<file path="src/rtl/trt_pkg.sv">
/*
  Package for the 16-bit timer/counter with real-time clock use: register
  indices and bus addresses, control field positions, reset values,
  prescaler end counts, the control word carrier and its helper functions.
  Assumes an APB slave with 32-bit data, one register per aligned word.
*/
package trt_pkg;

  // register indices; the byte address is four times the index
  localparam logic [15:0] IDX_COUNT = 16'h0100;
  localparam logic [15:0] IDX_PERIOD = 16'h0102;
  localparam logic [15:0] IDX_CONTROL = 16'h0104;
  localparam logic [15:0] IDX_STATUS = 16'h0106;
  localparam logic [15:0] IDX_MASK = 16'h0108;
  localparam logic [15:0] IDX_OSC = 16'h010a;

  localparam logic [11:0] ADDR_COUNT = {IDX_COUNT[9:0], 2'b00};
  localparam logic [11:0] ADDR_PERIOD = {IDX_PERIOD[9:0], 2'b00};
  localparam logic [11:0] ADDR_CONTROL = {IDX_CONTROL[9:0], 2'b00};
  localparam logic [11:0] ADDR_STATUS = {IDX_STATUS[9:0], 2'b00};
  localparam logic [11:0] ADDR_MASK = {IDX_MASK[9:0], 2'b00};
  localparam logic [11:0] ADDR_OSC = {IDX_OSC[9:0], 2'b00};

  // control, oscillator and status word field positions
  localparam int CTL_RUN_BIT = 15;
  localparam int CTL_IDLE_BIT = 13;
  localparam int CTL_GATE_BIT = 6;
  localparam int CTL_PS_LSB = 4;
  localparam int CTL_SYNC_BIT = 2;
  localparam int CTL_SRC_BIT = 1;
  localparam int OSC_LP_BIT = 1;
  localparam int ST_MATCH_BIT = 0;
  localparam int ST_GATE_BIT = 1;

  // values after reset
  localparam logic [15:0] COUNT_RST = 16'h0000;
  localparam logic [15:0] PERIOD_RST = 16'hffff;
  localparam logic [15:0] CONTROL_RST = 16'h0000;
  localparam logic [1:0] STATUS_RST = 2'h0;
  localparam logic [1:0] MASK_RST = 2'h0;

  // prescaler end counts for 1:1, 1:8, 1:64, 1:256
  localparam logic [7:0] PRE_END_1 = 8'h00;
  localparam logic [7:0] PRE_END_8 = 8'h07;
  localparam logic [7:0] PRE_END_64 = 8'h3f;
  localparam logic [7:0] PRE_END_256 = 8'hff;

  typedef struct packed {
    logic timer_run_enable;
    logic idle_stop_bit;
    logic gate_accumulate_enable;
    logic [1:0] prescale_select;
    logic ext_clock_sync_select;
    logic clock_source_select;
  } trt_ctrl_type;

  localparam trt_ctrl_type CTRL_RST = '0;

  // unpack a bus word into control fields
  function automatic trt_ctrl_type ctrl_from_word(input logic [15:0] w);
    trt_ctrl_type c;
    c.timer_run_enable = w[CTL_RUN_BIT];
    c.idle_stop_bit = w[CTL_IDLE_BIT];
    c.gate_accumulate_enable = w[CTL_GATE_BIT];
    c.prescale_select = w[CTL_PS_LSB+:2];
    c.ext_clock_sync_select = w[CTL_SYNC_BIT];
    c.clock_source_select = w[CTL_SRC_BIT];
    return c;
  endfunction

  // pack control fields back into a word, unused bits zero
  function automatic logic [15:0] word_from_ctrl(input trt_ctrl_type c);
    logic [15:0] w;
    w = CONTROL_RST;
    w[CTL_RUN_BIT] = c.timer_run_enable;
    w[CTL_IDLE_BIT] = c.idle_stop_bit;
    w[CTL_GATE_BIT] = c.gate_accumulate_enable;
    w[CTL_PS_LSB+:2] = c.prescale_select;
    w[CTL_SYNC_BIT] = c.ext_clock_sync_select;
    w[CTL_SRC_BIT] = c.clock_source_select;
    return w;
  endfunction

  // last prescaler count before an output tick
  function automatic logic [7:0] pre_end(input logic [1:0] sel);
    logic [7:0] e;
    case (sel)
      2'h0: e = PRE_END_1;
      2'h1: e = PRE_END_8;
      2'h2: e = PRE_END_64;
      default: e = PRE_END_256;
    endcase
    return e;
  endfunction

endpackage

</file>
<file path="src/rtl/trt_timer_top.sv">
/*
  16-bit timer/counter with period match, prescaler, gated accumulation
  and real-time clock use, behind an APB slave.
  Assumes pclk is the instruction clock at 100 MHz, cpu_idle and
  cpu_sleep come from logic on pclk, and the pin and low-power oscillator
  inputs are asynchronous and are synchronised here.
*/
`timescale 1ns/1ps
module trt_timer_top (
  // clock and reset
  input wire logic pclk,
  input wire logic presetn,
  // apb slave
  input wire logic psel,
  input wire logic penable,
  input wire logic pwrite,
  input wire logic [11:0] paddr,
  input wire logic [31:0] pwdata,
  output logic [31:0] prdata,
  output logic pready,
  output logic pslverr,
  // processor power state
  input wire logic cpu_idle,
  input wire logic cpu_sleep,
  // pins
  input wire logic ext_clock_gate_pin,
  input wire logic lp_osc_out,
  // events
  output logic timer_irq,
  output logic wake_event
);

  trt_pkg::trt_ctrl_type timer_control;
  logic [15:0] timer_count;
  logic [15:0] timer_period;
  logic [7:0] pre_cnt;
  logic low_power_osc_enable;
  logic [1:0] irq_status;
  logic [1:0] irq_mask;
  logic [1:0] ext_sync;
  logic [1:0] lp_sync;
  logic ext_prev;
  logic lp_prev;
  logic bus_write;
  logic wr_count;
  logic wr_period;
  logic wr_control;
  logic wr_status;
  logic wr_mask;
  logic wr_osc;
  logic addr_hit;
  logic [31:0] next_prdata;
  logic normal_mode;
  logic rtc_mode;
  logic gated_mode;
  logic src_event;
  logic hold_count;
  logic count_event;
  logic pre_done;
  logic pre_clear;
  logic cnt_tick;
  logic period_hit;
  logic gate_fall;
  logic [1:0] next_status;

  // two flip-flops on each asynchronous input, then an edge history flop
  always_ff @(posedge pclk or negedge presetn) begin
    if (!presetn) begin
      ext_sync <= 2'h0;
      lp_sync <= 2'h0;
      ext_prev <= 1'b0;
      lp_prev <= 1'b0;
    end else begin
      ext_sync <= {ext_sync[0], ext_clock_gate_pin};
      lp_sync <= {lp_sync[0], lp_osc_out};
      ext_prev <= ext_sync[1];
      lp_prev <= lp_sync[1];
    end
  end

  // apb decode: a write takes effect at the edge where pready is high
  assign bus_write = psel && penable && pready && pwrite;

  always_comb begin
    wr_count = 1'b0;
    wr_period = 1'b0;
    wr_control = 1'b0;
    wr_status = 1'b0;
    wr_mask = 1'b0;
    wr_osc = 1'b0;
    addr_hit = 1'b1;
    next_prdata = 32'h0000_0000;
    if (paddr == trt_pkg::ADDR_COUNT) begin
      wr_count = bus_write;
      next_prdata[15:0] = timer_count;
    end else if (paddr == trt_pkg::ADDR_PERIOD) begin
      wr_period = bus_write;
      next_prdata[15:0] = timer_period;
    end else if (paddr == trt_pkg::ADDR_CONTROL) begin
      wr_control = bus_write;
      next_prdata[15:0] = trt_pkg::word_from_ctrl(timer_control);
    end else if (paddr == trt_pkg::ADDR_STATUS) begin
      wr_status = bus_write;
      next_prdata[1:0] = irq_status;
    end else if (paddr == trt_pkg::ADDR_MASK) begin
      wr_mask = bus_write;
      next_prdata[1:0] = irq_mask;
    end else if (paddr == trt_pkg::ADDR_OSC) begin
      wr_osc = bus_write;
      next_prdata[trt_pkg::OSC_LP_BIT] = low_power_osc_enable;
    end else begin
      addr_hit = 1'b0;
    end
  end

  // one wait state: pready, read data and error come from flops
  always_ff @(posedge pclk or negedge presetn) begin
    if (!presetn) begin
      pready <= 1'b0;
      prdata <= 32'h0000_0000;
      pslverr <= 1'b0;
    end else begin
      pready <= psel && penable && !pready;
      if (psel && penable && !pready) begin
        prdata <= next_prdata;
        pslverr <= !addr_hit;
      end else begin
        pslverr <= 1'b0;
      end
    end
  end

  // mode selection
  assign normal_mode = timer_control.timer_run_enable && !low_power_osc_enable;
  assign rtc_mode = low_power_osc_enable && timer_control.timer_run_enable &&
                    timer_control.clock_source_select &&
                    !timer_control.gate_accumulate_enable;
  assign gated_mode = normal_mode && !timer_control.clock_source_select &&
                      timer_control.gate_accumulate_enable;

  // prescaler input event per mode
  always_comb begin
    src_event = 1'b0;
    if (rtc_mode) begin
      src_event = lp_sync[1] && !lp_prev;
    end else if (normal_mode && !timer_control.clock_source_select) begin
      src_event = gated_mode ? ext_sync[1] : 1'b1;
    end else if (normal_mode) begin
      src_event = ext_sync[1] && !ext_prev;
    end
  end

  // idle and sleep hold; only run, external and async select survive sleep
  assign hold_count = (cpu_idle && timer_control.idle_stop_bit) ||
                      (cpu_sleep && !(timer_control.timer_run_enable &&
                       timer_control.clock_source_select &&
                       !timer_control.ext_clock_sync_select));
  assign count_event = src_event && !hold_count;

  assign pre_done = pre_cnt == trt_pkg::pre_end(timer_control.prescale_select);
  assign pre_clear = (wr_count || wr_control) && timer_control.timer_run_enable;
  assign cnt_tick = count_event && pre_done;
  assign period_hit = cnt_tick && (timer_count == timer_period);
  assign gate_fall = gated_mode && ext_prev && !ext_sync[1];

  // prescaler count
  always_ff @(posedge pclk or negedge presetn) begin
    if (!presetn) begin
      pre_cnt <= 8'h00;
    end else if (pre_clear) begin
      pre_cnt <= 8'h00;
    end else if (count_event) begin
      pre_cnt <= pre_done ? 8'h00 : 8'(pre_cnt + 8'h01);
    end
  end

  // main count; gate fall leaves it alone
  always_ff @(posedge pclk or negedge presetn) begin
    if (!presetn) begin
      timer_count <= trt_pkg::COUNT_RST;
    end else if (wr_count) begin
      timer_count <= pwdata[15:0];
    end else if (period_hit) begin
      timer_count <= 16'h0000;
    end else if (cnt_tick) begin
      timer_count <= 16'(timer_count + 16'h0001);
    end
  end

  // period, control, oscillator enable and mask registers
  always_ff @(posedge pclk or negedge presetn) begin
    if (!presetn) begin
      timer_period <= trt_pkg::PERIOD_RST;
      timer_control <= trt_pkg::CTRL_RST;
      low_power_osc_enable <= 1'b0;
      irq_mask <= trt_pkg::MASK_RST;
    end else begin
      if (wr_period) begin
        timer_period <= pwdata[15:0];
      end
      if (wr_control) begin
        timer_control <= trt_pkg::ctrl_from_word(pwdata[15:0]);
      end
      if (wr_osc) begin
        low_power_osc_enable <= pwdata[trt_pkg::OSC_LP_BIT];
      end
      if (wr_mask) begin
        irq_mask <= pwdata[1:0];
      end
    end
  end

  // sticky flags: write one to clear, a new event wins over the clear
  always_comb begin
    next_status = irq_status;
    if (wr_status) begin
      next_status = irq_status & ~pwdata[1:0];
    end
    if (period_hit) begin
      next_status[trt_pkg::ST_MATCH_BIT] = 1'b1;
    end
    if (gate_fall) begin
      next_status[trt_pkg::ST_GATE_BIT] = 1'b1;
    end
  end

  always_ff @(posedge pclk or negedge presetn) begin
    if (!presetn) begin
      irq_status <= trt_pkg::STATUS_RST;
    end else begin
      irq_status <= next_status;
    end
  end

  // interrupt level and carry-out wake pulse
  always_ff @(posedge pclk or negedge presetn) begin
    if (!presetn) begin
      timer_irq <= 1'b0;
      wake_event <= 1'b0;
    end else begin
      timer_irq <= |(irq_status & irq_mask);
      wake_event <= period_hit && rtc_mode;
    end
  end
endmodule

</file>
<file path="config.mk">
export PLATFORM = sky130hd
export DESIGN_NAME = trt_timer_top
export DESIGN_NICKNAME = d
export VERILOG_FILES = /design/src/rtl/trt_pkg.sv /design/src/rtl/trt_timer_top.sv
export SDC_FILE = /design/constraint.sdc
export NUM_CORES = 1
export LEC_CHECK = 0
export CAP_MARGIN = 25
export CORE_MARGIN = 1.5
export CORE_UTILIZATION = 63
export CTS_BUF_LIST = sky130_fd_sc_hd__clkbuf_16
export DETAILED_ROUTE_END_ITERATION = 16
export DONT_BUFFER_PORTS = 1
export HOLD_SLACK_MARGIN = 0.05
export PLACE_DENSITY = 0.79
export SYNTH_ARGS = -nofsm -noshare
export SYNTH_HDL_FRONTEND = slang
export SYNTH_SLANG_ARGS = --single-unit
</file>
<file path="constraint.sdc">
create_clock -name pclk -period 2.4 [get_ports pclk]
set_input_delay 0.48 -clock pclk [delete_from_list [all_inputs] [get_ports pclk]]
set_output_delay 0.48 -clock pclk [all_outputs]
set_load 0.005 [all_outputs]
</file>
==> flow_summary.yaml <==
worst_setup_path:
  crit_required_ns: 2.62
  start_kind: "flop"
  cp_max_fo: 6
  critPathKind: "flop to flop"
  critPathArrivalTime_ns: 2.53
  crit_path_end_kind: "flop"
layout:
  layout_commonest_cell: "dfrtp_1"
  stdcell_area_mm2: 0.00459
  num_antenna_cells: 0
  n_fill_cell: 434
  layout.nets: 483
  final_cell_mix: "dfrtp_1 (62), nor2_1 (39), nand2_1 (27), mux2_2 (27), buf_4 (26)"
  seq_area_mm2: 0.00197
  multiInputGateArea_mm2: 0.00196
  drive_gt1_frac: 0.226
  finish.utilization: 0.724
  stdcell_count: 510
  syn2layout_area_growth_pct: 11.6
yosys:
  synth.avg_cell_area_um2: 10.0
  synthCells: 411
  synth_flop_cell: "dfrtp_1"
  synth_edf_count: 0
  ys_seq_area_frac: 0.479
  async_flop_share: 1.00
  yosysTopAreaCell: "dfrtp_1"
  synth_area_leaders: "dfrtp_1 (38%), dfstp_2 (10%), mux2_2 (7.4%)"
  netlist_area_mm2: 0.00412
  ys_ff_latch: 78
  synth_warnings: 0
  synth_cell_type_count: 55
  synth_top_area_share: 0.377
global_route:
  grt_pass1_vias: 3129
  grt-ovfl-total: 0
  antenna_found_initial: 0
  grt_max_degree: 79
  grt_use_total: 0.279
  grt_pass1_wl_um: 15400
sta:
  worstMarginPinSlew_ns: 0.587
  fmax_mhz: 434
  min_period_over_period: 0.961
  finalHoldViolations: 0
  final-setup-viol-count: 0
  slew_viol_final: 0
  period_minus_slack_ns: 2.31
  relSlewSlack: 0.605
  worst_clock_skew_ns: 0.00629
  fin_setup_tns_ns: 0
  rsz0062_at_grt: "no"
place:
  gp_congestion: 0.962
  io_buffers: 0
  dpl.cell_count: 493
  place_area_mm2: 0.00426
  dpl.hpwl_um: 6570
clocking:
  cts.sinks: 78
  ctsRootBufferMaster: "clkbuf_16"
  numCtsBuffers: 9
  cts_tree: "done"
  clk_pin_slew_ns: 0.06
  htreeDepth: 3
  post_cts_buffers: 0
  cts.path.max_buffers: 2
  clk_latency_ns: 0.33
drt:
  post-route-drc-count: 0
  drtAntennaViolNets: 0
  vias: 3270
  wl_um: 9380
  wire_per_inst_um: 18.4
  dr.pass1.iters: 6
  drt_first_iter_violations: 290
  vias_per_cell: 6.41
pwr:
  power_leakage_nw: 1.97
  sequentialPowerShare: 0.477
  peakVddDrop_v: 0.000452
  p_per_area_mw_per_mm2: 619
  p_comb_frac: 0.028
  swShare: 0.206
  p_clk_frac: 0.495
  p_int_mw: 2.26
  switchingPower_mw: 0.586
floorplan:
  rows: 29
  die_w_um: 83.8
  die_area_mm2: 0.00703
  coreArea_mm2: 0.00635
  num_io_pins: 89
  start_util: 0.648
  dieHeight_um: 83.8
run_status:
  status: "finished clean"
job:
  drv_cap: 0
min_path:
  hp-class: "input port to async pin"
## worst max-delay path, stage by stage (launching register included)
cell     delay [ns]
dfstp_2        0.56
xnor2_1        0.14
nand4_1        0.19
nor4_2         0.61
buf_4          0.25
nor2_1         0.05
a211o_1        0.22
o22a_1         0.17
## synthesized netlist by cell type (all sizes together) (2+ instances only)
cell type / instances
a21oi: 23
a222oi: 7
a22o: 2
a22oi: 9
a31oi: 14
a32o: 2
a41oi: 2
and2: 2
and3: 6
and4: 2
buf: 21
clkbuf: 15
dfrtp: 62
dfstp: 16
ha: 2
inv: 10
mux2: 27
nand2: 28
nand3: 11
nand3b: 2
nand4: 7
nand4b: 3
nor2: 40
nor2b: 5
nor3: 4
nor4: 5
o21ai: 25
o22ai: 3
o31ai: 7
or2: 2
or3: 7
or3b: 3
or4: 8
xnor2: 16
## power groups by stage
stage | Sequential (mW) | Combinational (mW) | Clock, mW
floorplan | 1.37 | 0.0624 | 0
global placement | 1.38 | 0.0484 | 0
detailed placement | 1.38 | 0.0512 | 0
CTS | 1.36 | 0.0814 | 1.42
global route | 1.36 | 0.0931 | 1.47
finish | 1.36 | 0.0801 | 1.41
## cell type report
cell class                      instances  share of cell area
Tap cell                               77              0.0210
Inverter                               10             0.00817
Clock inverter                          7              0.0177
Clock buffer                            9              0.0490
Sequential cell                        78               0.429
Multi-Input combinational cell        302               0.426
Timing Repair Buffer                   27              0.0485
## path summary, 6_finish.rpt
| path | startpoint | to | slack (ns) | cells after the start |
|---|---|---|---|---|
| worst min-delay path | presetn | irq_status[1] | 0.02 | 1 |
| worst min register to register | ext_sync[0] | ext_sync[1] | 0.35 | 0 |
| worst max register to register | timer_period[8] | timer_count[7] | 0.09 | 7 |
| max in group asynchronous | presetn | timer_period[8] | 2.00 | 1 |
| min in group pclk | ext_clock_gate_pin | ext_sync[0] | 0.17 | 0 |
| worst max-delay path | timer_period[8] | timer_count[7] | 0.09 | 7 |
## registers in the layout, summed over array words and instances (netlist names), 2 cells and up
signal         count
ext_sync           2
irq_mask           2
irq_status         2
lp_sync            2
prdata            16
pre_cnt            8
timer_control      7
timer_count       16
timer_period      16
## logic make-up (layout without fill, tap and decap cells)
kind of cell / after synthesis / in the layout / share of synthesized area
muxes: 27 / 27 / 0.0738
and+or+nand+nor: 139 / 139 / 0.184
adders and majority gates: 2 / 2 / 0.00608
other: 1 / 16 / 0.000911
xor gates and xnor gates: 17 / 17 / 0.0362
DFF: 78 / 78 / 0.479
buffers and inverters: 46 / 53 / 0.0611
AOI/OAI and AO/OA: 101 / 101 / 0.159
## repair_timing
item	CTS	global route
setup endpoints to repair	0	2
hold buffers	1	0
hold endpoints to repair	78	0
gates resized for setup	0	1
## layer usage
| metal | vias up | routed length (um) | track usage |
|---|---|---|---|
| met4 | 0 | 166 | 0.115 |
| met1 | 1586 | 4120 | 0.389 |
| li1 | 1523 | - | - |
| met5 | - | 0 | 0 |
| met2 | 146 | 4440 | 0.425 |
| met3 | 15 | 648 | 0.0603 |
## through the flow
stage          worst slack (ns)  total power [mW]  hold slack, ns
2_1_floorplan           0.00559              1.44           0.184
3_3_place_gp            -0.0525              1.43           0.186
3_5_place_dp            -0.0820              1.43           0.186
4_1_cts                   0.172              2.85          0.0580
5_1_grt                 0.00309              2.92          0.0736
6_report                 0.0939              2.84          0.0174
Power figures use the tool's default switching activity.
